==> config.mk <==
export PLATFORM = sky130hd
export DESIGN_NAME = setup_stage_state_select
export DESIGN_NICKNAME = d
export VERILOG_FILES = /design/src/setup_sel_pkg.sv /design/src/setup_stage_state_select.sv
export SDC_FILE = /design/constraint.sdc
export NUM_CORES = 1
export LEC_CHECK = 0
export ABC_AREA = 0
export BUFFER_PORTS_ARGS = -buffer_cell sky130_fd_sc_hd__buf_2
export CORE_AREA = 2 2 182 184
export CTS_CLUSTER_SIZE = 28
export DETAILED_ROUTE_END_ITERATION = 6
export DIE_AREA = 0 0 184 186
export HOLD_SLACK_MARGIN = 0.06
export MAX_ROUTING_LAYER = met4
export PLACE_DENSITY = 0.82
export SLEW_MARGIN = 20
export SYNTH_ARGS = -nofsm -noshare
export SYNTH_HDL_FRONTEND = slang
export SYNTH_SLANG_ARGS = --single-unit
==> constraint.sdc <==
create_clock -name aclk -period 5 [get_ports aclk]
set_input_delay 1 -clock aclk [delete_from_list [all_inputs] [get_ports aclk]]
set_output_delay 1 -clock aclk [all_outputs]
set_load 0.01 [all_outputs]
==> src/setup_sel_pkg.sv <==
// Purpose: Shared types and constants for the setup stage state select
// Assumes: Field widths chosen as plain defaults where none are given
// Notes: Register map lives here, reached over AXI4-Lite
package setup_sel_pkg;

    // ************************************************************
    // Encodings
    // ************************************************************
    localparam logic [1:0] FILL_SOLID = 2'h0;
    localparam logic winding_clockwise = 1'h0;
    localparam logic [1:0] cull_back_faces = 2'h2;
    localparam logic [2:0] zero_forced_raster_samples = 3'h0;
    localparam logic [10:0] RT_INDEX_ZERO = 11'h000;
    localparam logic [3:0] VP_INDEX_ZERO = 4'h0;

    // ************************************************************
    // Viewport array geometry
    // ************************************************************
    localparam int VP_COUNT = 16;
    localparam logic [4:0] VP_LAST = 5'h0f;
    localparam int VP_STRIDE_DW = 16;
    localparam logic [31:0] VP_STRIDE_BYTES = 32'h0000_0040;
    localparam logic [31:0] VP_ALIGN_MASK = 32'h0000_003f;

    // ************************************************************
    // Register offsets (byte addresses)
    // ************************************************************
    localparam logic [7:0] OFS_RASTER_CTL = 8'h00;
    localparam logic [7:0] OFS_DEPTH_CONST = 8'h04;
    localparam logic [7:0] OFS_DEPTH_SCALE = 8'h08;
    localparam logic [7:0] OFS_DEPTH_CLAMP = 8'h0c;
    localparam logic [7:0] OFS_HZ_OP = 8'h10;
    localparam logic [7:0] OFS_MISC = 8'h14;
    localparam logic [7:0] OFS_VP_BASE = 8'h18;
    localparam logic [7:0] OFS_EFF_CTL = 8'h1c;
    localparam logic [7:0] OFS_VP_ADDR = 8'h20;

    // Field positions in the raster control word
    localparam int RC_FRONT_FILL = 0;
    localparam int RC_BACK_FILL = 2;
    localparam int RC_WINDING = 4;
    localparam int RC_CULL = 5;
    localparam int RC_SCISSOR = 7;
    localparam int RC_AA = 8;
    localparam int RC_SAMPLES = 9;
    // Depth-stencil operation word
    localparam int HZ_DCLR = 0;
    localparam int HZ_DRES = 1;
    localparam int HZ_HRES = 2;
    localparam int HZ_SCLR = 3;
    localparam int HZ_SRES = 4;
    localparam int HZ_SCISSOR = 5;
    // Misc word: view transform, stipple, depth format
    localparam int MS_VIEW = 0;
    localparam int MS_STIPPLE = 1;
    localparam int MS_DFMT = 4;

    localparam logic [31:0] RESET_WORD = 32'h0000_0000;
    localparam logic [1:0] RESP_OKAY = 2'h0;
    localparam logic [1:0] RESP_SLVERR = 2'h2;

    // ************************************************************
    // Carriers
    // ************************************************************
    typedef struct packed {
        logic [1:0] front_fill;
        logic [1:0] back_fill;
        logic winding;
        logic [1:0] cull;
        logic scissor_en;
        logic aa_en;
        logic [31:0] depth_const;
        logic [31:0] depth_scale;
        logic [31:0] depth_clamp;
        logic stipple_en;
        logic rt_indep_en;
        logic hz_active;
        logic view_xform_en;
        logic [2:0] depth_format;
    } setup_effective_t;

    typedef struct packed {
        logic [10:0] rt_index;
        logic [3:0] vp_index;
    } prim_index_t;

    typedef struct packed {
        logic [10:0] rt_index;
        logic [3:0] vp_index;
        logic [31:0] vp_addr;
    } prim_out_t;

endpackage

==> src/setup_stage_state_select.sv <==
// Purpose: Derive effective setup control values from programmed state
// Assumes: Software programs state words over AXI4-Lite
// Notes: Per-primitive indices arrive from the clipper on aclk
//
// Function
// - Front fill forced solid during hz op
// - Back fill forced solid during hz op
// - Winding forced clockwise during hz op
// - Cull forced to back during hz op
// - Scissor enable from hz packet during op
// - Antialias takes hz scissor enable during op
// - Depth offset terms copied unchanged
// - Stipple enable copied from windower packet
// - Target independent raster when samples nonzero and no hz op
// - Hz flag ORs five clear/resolve bits
// - View transform disabled during hz op
// - Render target index zero during op
// - Depth format copied from internal packet
// - Viewport index zero during hz op
// - Viewport array holds at most sixteen
// - Element address is base plus 16n DWords
`timescale 1ns/1ps
`default_nettype none
module setup_stage_state_select
    import setup_sel_pkg::*;
(
    input wire logic aclk,
    input wire logic aresetn,
    input wire logic [7:0] s_axi_awaddr,
    input wire logic s_axi_awvalid,
    output logic s_axi_awready,
    input wire logic [31:0] s_axi_wdata,
    input wire logic [3:0] s_axi_wstrb,
    input wire logic s_axi_wvalid,
    output logic s_axi_wready,
    output logic [1:0] s_axi_bresp,
    output logic s_axi_bvalid,
    input wire logic s_axi_bready,
    input wire logic [7:0] s_axi_araddr,
    input wire logic s_axi_arvalid,
    output logic s_axi_arready,
    output logic [31:0] s_axi_rdata,
    output logic [1:0] s_axi_rresp,
    output logic s_axi_rvalid,
    input wire logic s_axi_rready,
    input wire logic prim_valid,
    input wire prim_index_t prim_in,
    output setup_effective_t setup_effective_signals,
    output logic prim_out_valid,
    output prim_out_t prim_out
);

    // ************************************************************
    // Helpers
    // ************************************************************
    function automatic logic [31:0] merge_strb(input logic [31:0] old_w,
                                               input logic [31:0] new_w,
                                               input logic [3:0] strb);
        logic [31:0] r;
        r = old_w;
        for (int i = 0; i < 4; i++) begin
            if (strb[i]) begin
                r[i*8 +: 8] = new_w[i*8 +: 8];
            end
        end
        return r;
    endfunction

    // ************************************************************
    // Programmed state words
    // ************************************************************
    logic [31:0] raster_state_packet_r;
    logic [31:0] depth_const_r;
    logic [31:0] depth_scale_r;
    logic [31:0] depth_clamp_r;
    logic [31:0] depth_stencil_op_packet_r;
    logic [31:0] misc_state_r;
    logic [31:0] vp_base_r;

    // ************************************************************
    // AXI4-Lite write path
    // ************************************************************
    logic [7:0] aw_addr_r;
    logic aw_have_r;
    logic [31:0] w_data_r;
    logic [3:0] w_strb_r;
    logic w_have_r;
    logic pkt_accept_r;

    wire aw_take = s_axi_awvalid && s_axi_awready;
    wire w_take = s_axi_wvalid && s_axi_wready;
    wire wr_fire = aw_have_r && w_have_r && !s_axi_bvalid;
    wire wr_hit_rc = aw_addr_r == OFS_RASTER_CTL;
    wire wr_hit_dc = aw_addr_r == OFS_DEPTH_CONST;
    wire wr_hit_ds = aw_addr_r == OFS_DEPTH_SCALE;
    wire wr_hit_dl = aw_addr_r == OFS_DEPTH_CLAMP;
    wire wr_hit_hz = aw_addr_r == OFS_HZ_OP;
    wire wr_hit_ms = aw_addr_r == OFS_MISC;
    wire wr_hit_vb = aw_addr_r == OFS_VP_BASE;
    wire wr_mapped = wr_hit_rc || wr_hit_dc || wr_hit_ds || wr_hit_dl ||
                     wr_hit_hz || wr_hit_ms || wr_hit_vb;

    always_ff @(posedge aclk) begin
        if (!aresetn) begin
            s_axi_awready <= 1'b1;
            s_axi_wready <= 1'b1;
            aw_have_r <= 1'b0;
            w_have_r <= 1'b0;
            aw_addr_r <= 8'h00;
            w_data_r <= RESET_WORD;
            w_strb_r <= 4'h0;
            s_axi_bvalid <= 1'b0;
            s_axi_bresp <= RESP_OKAY;
            pkt_accept_r <= 1'b0;
        end else begin
            pkt_accept_r <= wr_fire && wr_mapped;
            if (aw_take) begin
                aw_addr_r <= s_axi_awaddr;
                aw_have_r <= 1'b1;
                s_axi_awready <= 1'b0;
            end
            if (w_take) begin
                w_data_r <= s_axi_wdata;
                w_strb_r <= s_axi_wstrb;
                w_have_r <= 1'b1;
                s_axi_wready <= 1'b0;
            end
            if (wr_fire) begin
                s_axi_bvalid <= 1'b1;
                s_axi_bresp <= wr_mapped ? RESP_OKAY : RESP_SLVERR;
                aw_have_r <= 1'b0;
                w_have_r <= 1'b0;
            end
            if (s_axi_bvalid && s_axi_bready) begin
                s_axi_bvalid <= 1'b0;
                s_axi_awready <= 1'b1;
                s_axi_wready <= 1'b1;
            end
        end
    end

    // Shadow words; the strobe merge keeps unwritten lanes
    always_ff @(posedge aclk) begin
        if (!aresetn) begin
            raster_state_packet_r <= RESET_WORD;
            depth_const_r <= RESET_WORD;
            depth_scale_r <= RESET_WORD;
            depth_clamp_r <= RESET_WORD;
            depth_stencil_op_packet_r <= RESET_WORD;
            misc_state_r <= RESET_WORD;
            vp_base_r <= RESET_WORD;
        end else if (wr_fire) begin
            if (wr_hit_rc) begin
                raster_state_packet_r <= merge_strb(raster_state_packet_r, w_data_r, w_strb_r);
            end
            if (wr_hit_dc) begin
                depth_const_r <= merge_strb(depth_const_r, w_data_r, w_strb_r);
            end
            if (wr_hit_ds) begin
                depth_scale_r <= merge_strb(depth_scale_r, w_data_r, w_strb_r);
            end
            if (wr_hit_dl) begin
                depth_clamp_r <= merge_strb(depth_clamp_r, w_data_r, w_strb_r);
            end
            if (wr_hit_hz) begin
                depth_stencil_op_packet_r <= merge_strb(depth_stencil_op_packet_r,
                                                        w_data_r, w_strb_r);
            end
            if (wr_hit_ms) begin
                misc_state_r <= merge_strb(misc_state_r, w_data_r, w_strb_r);
            end
            // base alignment
            // Low bits dropped so a bad base cannot straddle elements
            if (wr_hit_vb) begin
                vp_base_r <= merge_strb(vp_base_r, w_data_r, w_strb_r) & ~VP_ALIGN_MASK;
            end
        end
    end

    // ************************************************************
    // Effective value selection
    // ************************************************************
    wire [31:0] rc = raster_state_packet_r;
    wire [31:0] hz = depth_stencil_op_packet_r;
    wire depth_stencil_op_active = hz[HZ_DCLR] || hz[HZ_DRES] || hz[HZ_HRES] ||
                                   hz[HZ_SCLR] || hz[HZ_SRES];
    setup_effective_t eff_nxt;

    always_comb begin
        eff_nxt.front_fill = depth_stencil_op_active ? FILL_SOLID : rc[RC_FRONT_FILL +: 2];
        eff_nxt.back_fill = depth_stencil_op_active ? FILL_SOLID : rc[RC_BACK_FILL +: 2];
        eff_nxt.winding = depth_stencil_op_active ? winding_clockwise : rc[RC_WINDING];
        eff_nxt.cull = depth_stencil_op_active ? cull_back_faces : rc[RC_CULL +: 2];
        eff_nxt.scissor_en = depth_stencil_op_active ? hz[HZ_SCISSOR] : rc[RC_SCISSOR];
        eff_nxt.aa_en = depth_stencil_op_active ? hz[HZ_SCISSOR] : rc[RC_AA];
        eff_nxt.depth_const = depth_const_r;
        eff_nxt.depth_scale = depth_scale_r;
        eff_nxt.depth_clamp = depth_clamp_r;
        eff_nxt.stipple_en = misc_state_r[MS_STIPPLE];
        eff_nxt.rt_indep_en = !depth_stencil_op_active &&
                              (rc[RC_SAMPLES +: 3] != zero_forced_raster_samples);
        eff_nxt.hz_active = depth_stencil_op_active;
        eff_nxt.view_xform_en = !depth_stencil_op_active && misc_state_r[MS_VIEW];
        eff_nxt.depth_format = misc_state_r[MS_DFMT +: 3];
    end

    always_ff @(posedge aclk) begin
        if (!aresetn) begin
            setup_effective_signals <= '0;
        end else if (pkt_accept_r) begin
            setup_effective_signals <= eff_nxt;
        end
    end

    // ************************************************************
    // Per-primitive index path
    // ************************************************************
    wire hz_now = setup_effective_signals.hz_active;
    wire [3:0] vp_clamped = ({1'b0, prim_in.vp_index} > VP_LAST) ? VP_LAST[3:0]
                                                                  : prim_in.vp_index;
    wire [3:0] vp_sel = hz_now ? VP_INDEX_ZERO : vp_clamped;
    wire [10:0] rt_sel = hz_now ? RT_INDEX_ZERO : prim_in.rt_index;
    wire [31:0] vp_addr_sel = vp_base_r + 32'(vp_sel) * VP_STRIDE_BYTES;

    always_ff @(posedge aclk) begin
        if (!aresetn) begin
            prim_out_valid <= 1'b0;
            prim_out <= '0;
        end else begin
            prim_out_valid <= prim_valid;
            if (prim_valid) begin
                prim_out.rt_index <= rt_sel;
                prim_out.vp_index <= vp_sel;
                prim_out.vp_addr <= vp_addr_sel;
            end
        end
    end

    // ************************************************************
    // AXI4-Lite read path
    // ************************************************************
    wire [31:0] eff_word = {22'h000000, setup_effective_signals.rt_indep_en,
                            setup_effective_signals.view_xform_en,
                            setup_effective_signals.hz_active,
                            setup_effective_signals.aa_en,
                            setup_effective_signals.scissor_en,
                            setup_effective_signals.cull,
                            setup_effective_signals.winding,
                            setup_effective_signals.front_fill};
    logic [31:0] rd_word;
    logic rd_ok;

    always_comb begin
        rd_ok = 1'b1;
        case (s_axi_araddr)
            OFS_RASTER_CTL: rd_word = raster_state_packet_r;
            OFS_DEPTH_CONST: rd_word = depth_const_r;
            OFS_DEPTH_SCALE: rd_word = depth_scale_r;
            OFS_DEPTH_CLAMP: rd_word = depth_clamp_r;
            OFS_HZ_OP: rd_word = depth_stencil_op_packet_r;
            OFS_MISC: rd_word = misc_state_r;
            OFS_VP_BASE: rd_word = vp_base_r;
            OFS_EFF_CTL: rd_word = eff_word;
            OFS_VP_ADDR: rd_word = prim_out.vp_addr;
            default: begin
                rd_word = RESET_WORD;
                rd_ok = 1'b0;
            end
        endcase
    end

    always_ff @(posedge aclk) begin
        if (!aresetn) begin
            s_axi_arready <= 1'b1;
            s_axi_rvalid <= 1'b0;
            s_axi_rdata <= RESET_WORD;
            s_axi_rresp <= RESP_OKAY;
        end else if (s_axi_arvalid && s_axi_arready) begin
            s_axi_arready <= 1'b0;
            s_axi_rvalid <= 1'b1;
            s_axi_rdata <= rd_word;
            s_axi_rresp <= rd_ok ? RESP_OKAY : RESP_SLVERR;
        end else if (s_axi_rvalid && s_axi_rready) begin
            s_axi_rvalid <= 1'b0;
            s_axi_arready <= 1'b1;
        end
    end

endmodule
`default_nettype wire

==> flow_metrics.env, run 1 <==
export IMPL_post_cts_repair_setup_buffers=0
export IMPL_hold_violations=0
export IMPL_cts_resized=0
export IMPL_yosysWarnings=0
export IMPL_cp_arrival_ns=3.45
export IMPL_synth_edff_count=0
export IMPL_period_needed_ns=2.96
export IMPL_grt_pass1_vias=16147
export IMPL_finalPower_mw=7.70
export IMPL_first_iter_violations=2118
export IMPL_utilization=0.682
export IMPL_synthCells=2213
export IMPL_fillers=2514
export IMPL_cts_buffers=46
export IMPL_chipHeight_um=186
export IMPL_synth_distinct_cells=74
export IMPL_synth_flop_cell="dfxtp_1"
export IMPL_die_area_um2=34200
export IMPL_antenna_found_initial=2
export IMPL_cts_root_buf="clkbuf_16"
export IMPL_synth_seq_cells=458
export IMPL_seq_area_frac_synth=0.480
export IMPL_worstSetupPathType="in -> reg"
export IMPL_wire_per_inst_um=21.5
export IMPL_overflow=0
export IMPL_grt_pass1_wl_mm=91.8
export IMPL_slew_viol_final=0
export IMPL_failed_checks="DRC"
export IMPL_setup_viol=0
export IMPL_drc=9
export IMPL_holdWs_ns=0.453
export IMPL_cap_violations=0
export IMPL_cts_tree="built"
export IMPL_avgSynthCellArea_um2=8.64
export IMPL_path_max_fanout=34
export IMPL_hold_buffers=0
export IMPL_grt_usage=0.354
export IMPL_htree_levels=2
export IMPL_design_portCount=276
export IMPL_outcome="finished, violations left"
export IMPL_p_leak_nw=8.36
export IMPL_required_ns=5.49
export IMPL_start_util=0.594
export IMPL_hpwlAfterDp_mm=41.9
export IMPL_fp_dieW_um=184
export IMPL_viasPerCell=6.27
export IMPL_drt_pass1_iterations=7
export IMPL_num_rows=66
export IMPL_max_freq_mhz=338
export IMPL_via_count=17605
export IMPL_finalWirelength_mm=60.5
export IMPL_end_kind="register"
export IMPL_clk_latency_ns=0.56
export IMPL_p_per_area_nw_per_um2=351
export IMPL_gp_congestion=0.990
export IMPL_worst_pin_slew_ns=1.18
export IMPL_ctsLongestPathBuffers=3
export IMPL_irDropWorstVdd_mv=0.343
export IMPL_final_cell_mix="dfxtp_1, nand2_1, a21oi_1, buf_2, nand3_1"
export IMPL_core_um2=32200
export IMPL_skew_ns=0.0145
export IMPL_drive_above_1_share=0.175
export IMPL_netlist_area_um2=19100
export IMPL_hold_class="reg -> reg"
export IMPL_clk_pin_slew_ns=0.06
export IMPL_grt_start_max_net_pins=190
export IMPL_final_common_cell="dfxtp_1"
export IMPL_antenna_left=0
export IMPL_clkSinkCount=458
export IMPL_min_period_over_period=0.593
export IMPL_timing_setup_tns_ns=0
export IMPL_ys_async_sr_fraction=0
export IMPL_relSlewSlack=0.200
export IMPL_port_buffers=267
export IMPL_worstSetupStartpointType="input port"
export IMPL_nNetsFinal=2443
export IMPL_syn2layout_area_growth_pct=14.9
export IMPL_rsz0062_at_grt="no"
==> Yosys cell counts (12+ instances only) <==
master | n | area, µm²
nand3_1 | 219 | 1100
mux4_2 | 12 | 270
nand2_1 | 337 | 1260
a22oi_1 | 29 | 218
nand4_1 | 12 | 75.1
nor2b_1 | 27 | 169
dfxtp_1 | 458 | 9170
mux2_2 | 14 | 158
mux2i_1 | 168 | 1680
clkbuf_1 | 129 | 484
nor2_1 | 177 | 664
buf_1 | 20 | 75.1
o21ai_0 | 48 | 240
a21oi_1 | 290 | 1450
buf_2 | 43 | 215
a22o_1 | 21 | 184
buf_4 | 12 | 90.1
xor2_1 | 21 | 184
==> logic make-up after synthesis <==
kind of cell             Yosys count  synth area share
multiplexers                     194             0.110
buffers and inverters            211            0.0467
flip-flops                       458             0.480
AO/OA/AOI/OAI                    470             0.143
XOR/XNOR                          24            0.0110
AND/OR/NAND/NOR                  850             0.205
other                              1          0.000196
adder cells (fa/ha/maj)            5           0.00366
==> metal layers <==
metal | track usage | part of all wire | vias to the layer above
met5 | - | 0 | -
met1 | 0.489 | 0.41 | 8325
li1 | - | - | 8032
met3 | 0.0716 | 0.12 | 142
met4 | 0.112 | 0.031 | 0
met2 | 0.524 | 0.43 | 1106
==> where the power goes <==
part           switching, mW  leakage [nW]  internal [mW]
clock                   1.45         0.752           2.09
sequential            0.0857          3.70           3.69
combinational          0.264          3.90          0.116
total                   1.80          8.36           5.90
==> state kept, by name (all words and copies together) (netlist names), 4 cells and up <==
name / count
depth_const_r: 32
aw_addr_r: 8
w_strb_r: 4
raster_state_packet_r: 32
depth_scale_r: 32
s_axi_rdata: 32
w_data_r: 32
prim_out: 41
misc_state_r: 32
depth_stencil_op_packet_r: 32
depth_clamp_r: 32
vp_base_r: 26
setup_effective_signals: 111
==> worst max-delay path: stages <==
cell and delay, ns:
buf_2 0.74, nor4bb_1 1.09, a22o_1 0.26, a222oi_1 0.09
o21ai_1 0.11, a22o_1 0.14
==> path summary, 6_finish.rpt <==
path                         from                to  slack, ns  cells after the start
hold / removal        w_strb_r[2]       w_strb_r[2]       0.45                      2
setup / recovery  s_axi_araddr[3]   s_axi_rdata[28]       2.04                      6
hold reg to reg       w_strb_r[2]       w_strb_r[2]       0.45                      2
setup reg to reg     aw_addr_r[0]  misc_state_r[25]       2.15                      6
==> stage by stage <==
stage	instances	cell area [µm²]	setup slack [ns]
after floorplan	2220	19100	2.25
after global placement	2723	20400	1.62
after detailed placement	2723	20400	1.59
after CTS	2807	22000	2.15
after global routing	2809	22000	1.92
final	2809	22000	2.04
==> area by class of cell <==
type,count,area [µm²],area share
Timing Repair Buffer,300,1580,0.0721
Clock inverter,17,240,0.0109
Multi-Input combinational cell,1551,9120,0.415
Sequential cell,458,9170,0.418
Clock buffer,67,1310,0.0597
Tap cell,408,510,0.0232
Antenna cell,2,5.00,0.000228
Inverter,6,30.0,0.00137
Note: power is estimated with default switching activity, not from simulation.
==> run 2, diff against run 1 <==
--- a/config.mk
+++ b/config.mk
@@ -5,15 +5,15 @@
 export SDC_FILE = /design/constraint.sdc
 export NUM_CORES = 1
 export LEC_CHECK = 0
-export ABC_AREA = 0
+export ABC_AREA = 1
 export BUFFER_PORTS_ARGS = -buffer_cell sky130_fd_sc_hd__buf_2
-export CORE_AREA = 2 2 182 184
+export CORE_AREA = 2 2 186 188
 export CTS_CLUSTER_SIZE = 28
 export DETAILED_ROUTE_END_ITERATION = 6
-export DIE_AREA = 0 0 184 186
+export DIE_AREA = 0 0 188 190
 export HOLD_SLACK_MARGIN = 0.06
 export MAX_ROUTING_LAYER = met4
-export PLACE_DENSITY = 0.82
+export PLACE_DENSITY = 0.79
 export SLEW_MARGIN = 20
 export SYNTH_ARGS = -nofsm -noshare
 export SYNTH_HDL_FRONTEND = slang
==> constraint.sdc (replaced) <==
create_clock -name aclk -period 2.98 [get_ports aclk]
set_input_delay 0.596 -clock aclk [delete_from_list [all_inputs] [get_ports aclk]]
set_output_delay 0.596 -clock aclk [all_outputs]
set_load 0.01 [all_outputs]
==> run 2 against run 1 <==
The run still ends with DRC left. Worst setup slack got worse by 1.8 ns. Global-route usage rose by 2.7 points. Utilization fell by 3.0 points. Non-clock buffer count is 1 higher. Hold slack lost 0.15 ns. Sequential power grew 71%. Clock skew is 0.0038 ns higher. Final cell count up 19%. Design area grew 0.82%. Critical path type is now reg -> reg. Largest power group unchanged. Highest routed layer unchanged.
==> flow_metrics.env, run 2 <==
export IMPL_setup_viol=0
export IMPL_design_area_um2=22200
export IMPL_fp_dieW_um=188
export IMPL_worst_pin_slew_ns=0.947
export IMPL_netlist_area_um2=19000
export IMPL_period_needed_ns=2.70
export IMPL_synth_flop_cell="dfxtp_1"
export IMPL_num_rows=68
export IMPL_viasPerCell=5.84
export IMPL_port_buffers=267
export IMPL_post_cts_repair_setup_buffers=0
export IMPL_clk_latency_ns=0.56
export IMPL_insertedDiodeCount=0
export IMPL_synth_common_cells="nor2_1, dfxtp_1, o21ai_0, nand2_1, a21oi_1"
export IMPL_overflow=0
export IMPL_start_util=0.558
export IMPL_outcome="finished, violations left"
export IMPL_worst_slack_ns=0.283
export IMPL_cts_root_buf="clkbuf_16"
export IMPL_design_portCount=276
export IMPL_rsz0062_at_grt="no"
export IMPL_seq_area_frac_synth=0.484
export IMPL_slew_viol_final=0
export IMPL_grt_usage=0.381
export IMPL_yosysMostFrequentCell="nor2_1"
export IMPL_gp_congestion=1.04
export IMPL_post_place_ws_ns=0.349
export IMPL_via_count=19450
export IMPL_max_freq_mhz=371
export IMPL_antenna_found_initial=0
export IMPL_cts_tree="built"
export IMPL_cts_resized=0
export IMPL_final_cell_mix="nor2_1, dfxtp_1, o21ai_0, nand2_1, buf_2"
export IMPL_chipHeight_um=190
export IMPL_drive_above_1_share=0.152
export IMPL_relSlewSlack=0.367
export IMPL_finalWirelength_mm=68.1
export IMPL_required_ns=3.43
export IMPL_hold_class="in -> reg"
export IMPL_htree_levels=2
export IMPL_clkSinkCount=458
export IMPL_synth_edff_count=0
export IMPL_synth_top_area_frac=0.484
export IMPL_irDropWorstVdd_mv=0.468
export IMPL_yosys_area_top_type="dfxtp_1"
export IMPL_yosysWarnings=0
export IMPL_synth_distinct_cells=39
export IMPL_path_max_fanout=8
export IMPL_regMostFlops="setup_effective_signals"
export IMPL_cp_slowest_cell="fa_1"
export IMPL_p_per_area_nw_per_um2=612
export IMPL_end_kind="register"
export IMPL_drc=1
export IMPL_cp_arrival_ns=3.15
export IMPL_p_leak_nw=9.69
export IMPL_fillers=3000
export IMPL_ctsLongestPathBuffers=3
export IMPL_min_period_over_period=0.905
export IMPL_largest_reg_flops=111
export IMPL_drt_pass1_iterations=7
export IMPL_antenna_left=0
export IMPL_cap_violations=0
export IMPL_die_area_um2=35700
export IMPL_avgSynthCellArea_um2=7.19
export IMPL_worstSetupStartpointType="register"
export IMPL_grt_pass1_wl_mm=103
export IMPL_cp_cell_sequence="inv_1 > nand2_1 > inv_1 > ha_1 > fa_1 > nand2_1 > nand2_1 > o21ai_0 > inv_1 > nand2_1 > inv_1 > nand3_1 > nand3_1 > nand2_1 > inv_1"
export IMPL_ys_async_sr_fraction=0
export IMPL_place_area_um2=20500
export IMPL_wire_per_inst_um=20.4
export IMPL_grt_start_max_net_pins=199
export IMPL_cts_buffers=47
export IMPL_final_common_cell="nor2_1"
export IMPL_worstSetupPathType="reg -> reg"
export IMPL_skew_ns=0.0183
export IMPL_clk_pin_slew_ns=0.06
export IMPL_timing_setup_tns_ns=0
export IMPL_hold_buffers=0
export IMPL_core_um2=33900
export IMPL_first_iter_violations=2702
export IMPL_nNetsFinal=2920
export IMPL_top_regs="setup_effective_signals: 111 flops, prim_out: 41 flops"
export IMPL_synthTopCellsByArea="dfxtp_1, o21ai_0, nor2_1, nand2_1, a21oi_1"
export IMPL_synth_seq_cells=458
export IMPL_syn2layout_area_growth_pct=16.9
export IMPL_grt_pass1_vias=17218
export IMPL_failed_checks="DRC"
export IMPL_hold_violations=0
export IMPL_max_stage_delay_ns=0.43
export IMPL_synthCells=2637
export IMPL_hpwlAfterDp_mm=48.0
-- run 2: cell count changes after synthesis, sizes merged, moves of 27 or more --
cell / delta
clkbuf: -43
inv: +209
a21oi: -45
a22oi: -29
mux2i: -168
nor2: +324
o21ai: +397
nor2b: -27
-- run 2: final timing paths --
check                                    start                           end  slack (ns)  cells past startpoint
hold reg to reg   depth_stencil_op_packet_r[6]  depth_stencil_op_packet_r[6]        0.45                      2
setup reg to reg                        hz_now                  prim_out[28]        0.28                     15
hold / removal                  s_axi_wstrb[1]                   w_strb_r[1]        0.30                      3
setup / recovery                        hz_now                  prim_out[28]        0.28                     15
-- run 2: cell type report --
cell class,instances,area [µm²],area share
repair buffers,301,1650,0.0745
well taps,455,569,0.0257
clock buffers,69,1380,0.0624
clock inverters,18,300,0.0136
inverters,216,811,0.0366
multi-input cells,1816,8270,0.373
flip-flops and latches,458,9170,0.414
-- run 2: worst max-delay path: cells and delay by family (launching register included) --
kind	cells	cell delay, ns
buf+inv	5	0.66
flops	1	0.33
simple gates	7	0.75
fa+ha+maj	2	0.64
compound gates	1	0.23
-- run 2: cells by family after synthesis --
logic type,after synthesis,share of synthesized area
xor+xnor,4,0.00185
flops,458,0.484
fa+ha+maj,5,0.00370
other cells,1,0.000198
simple gates,1090,0.240
compound gates,709,0.189
buf+inv,370,0.0817
-- run 2: per-stage QoR --
stage,power (mW),utilization,std cells,hold WS (ns)
after floorplan,6.91,-,2644,0.425
after global placement,7.23,0.603,3246,0.434
after detailed placement,7.25,0.603,3246,0.447
after CTS,13.5,0.652,3333,0.291
after global routing,13.9,0.652,3333,0.308
final,13.6,0.652,3333,0.300
-- run 2: report_power, final --
part,internal [mW],leakage [nW],switching [mW]
combinational,0.216,5.17,0.488
sequential,6.24,3.71,0.209
clock,3.91,0.813,2.50
total,10.4,9.69,3.19
-- run 2: metal layers --
metal / global-route usage / wire length, µm / vias up
li1: - / - / 9023
met3: 0.0802 / 8950 / 143
met4: 0.124 / 2340 / 0
met1: 0.547 / 28700 / 9005
met5: - / 0 / -
met2: 0.533 / 28000 / 1279
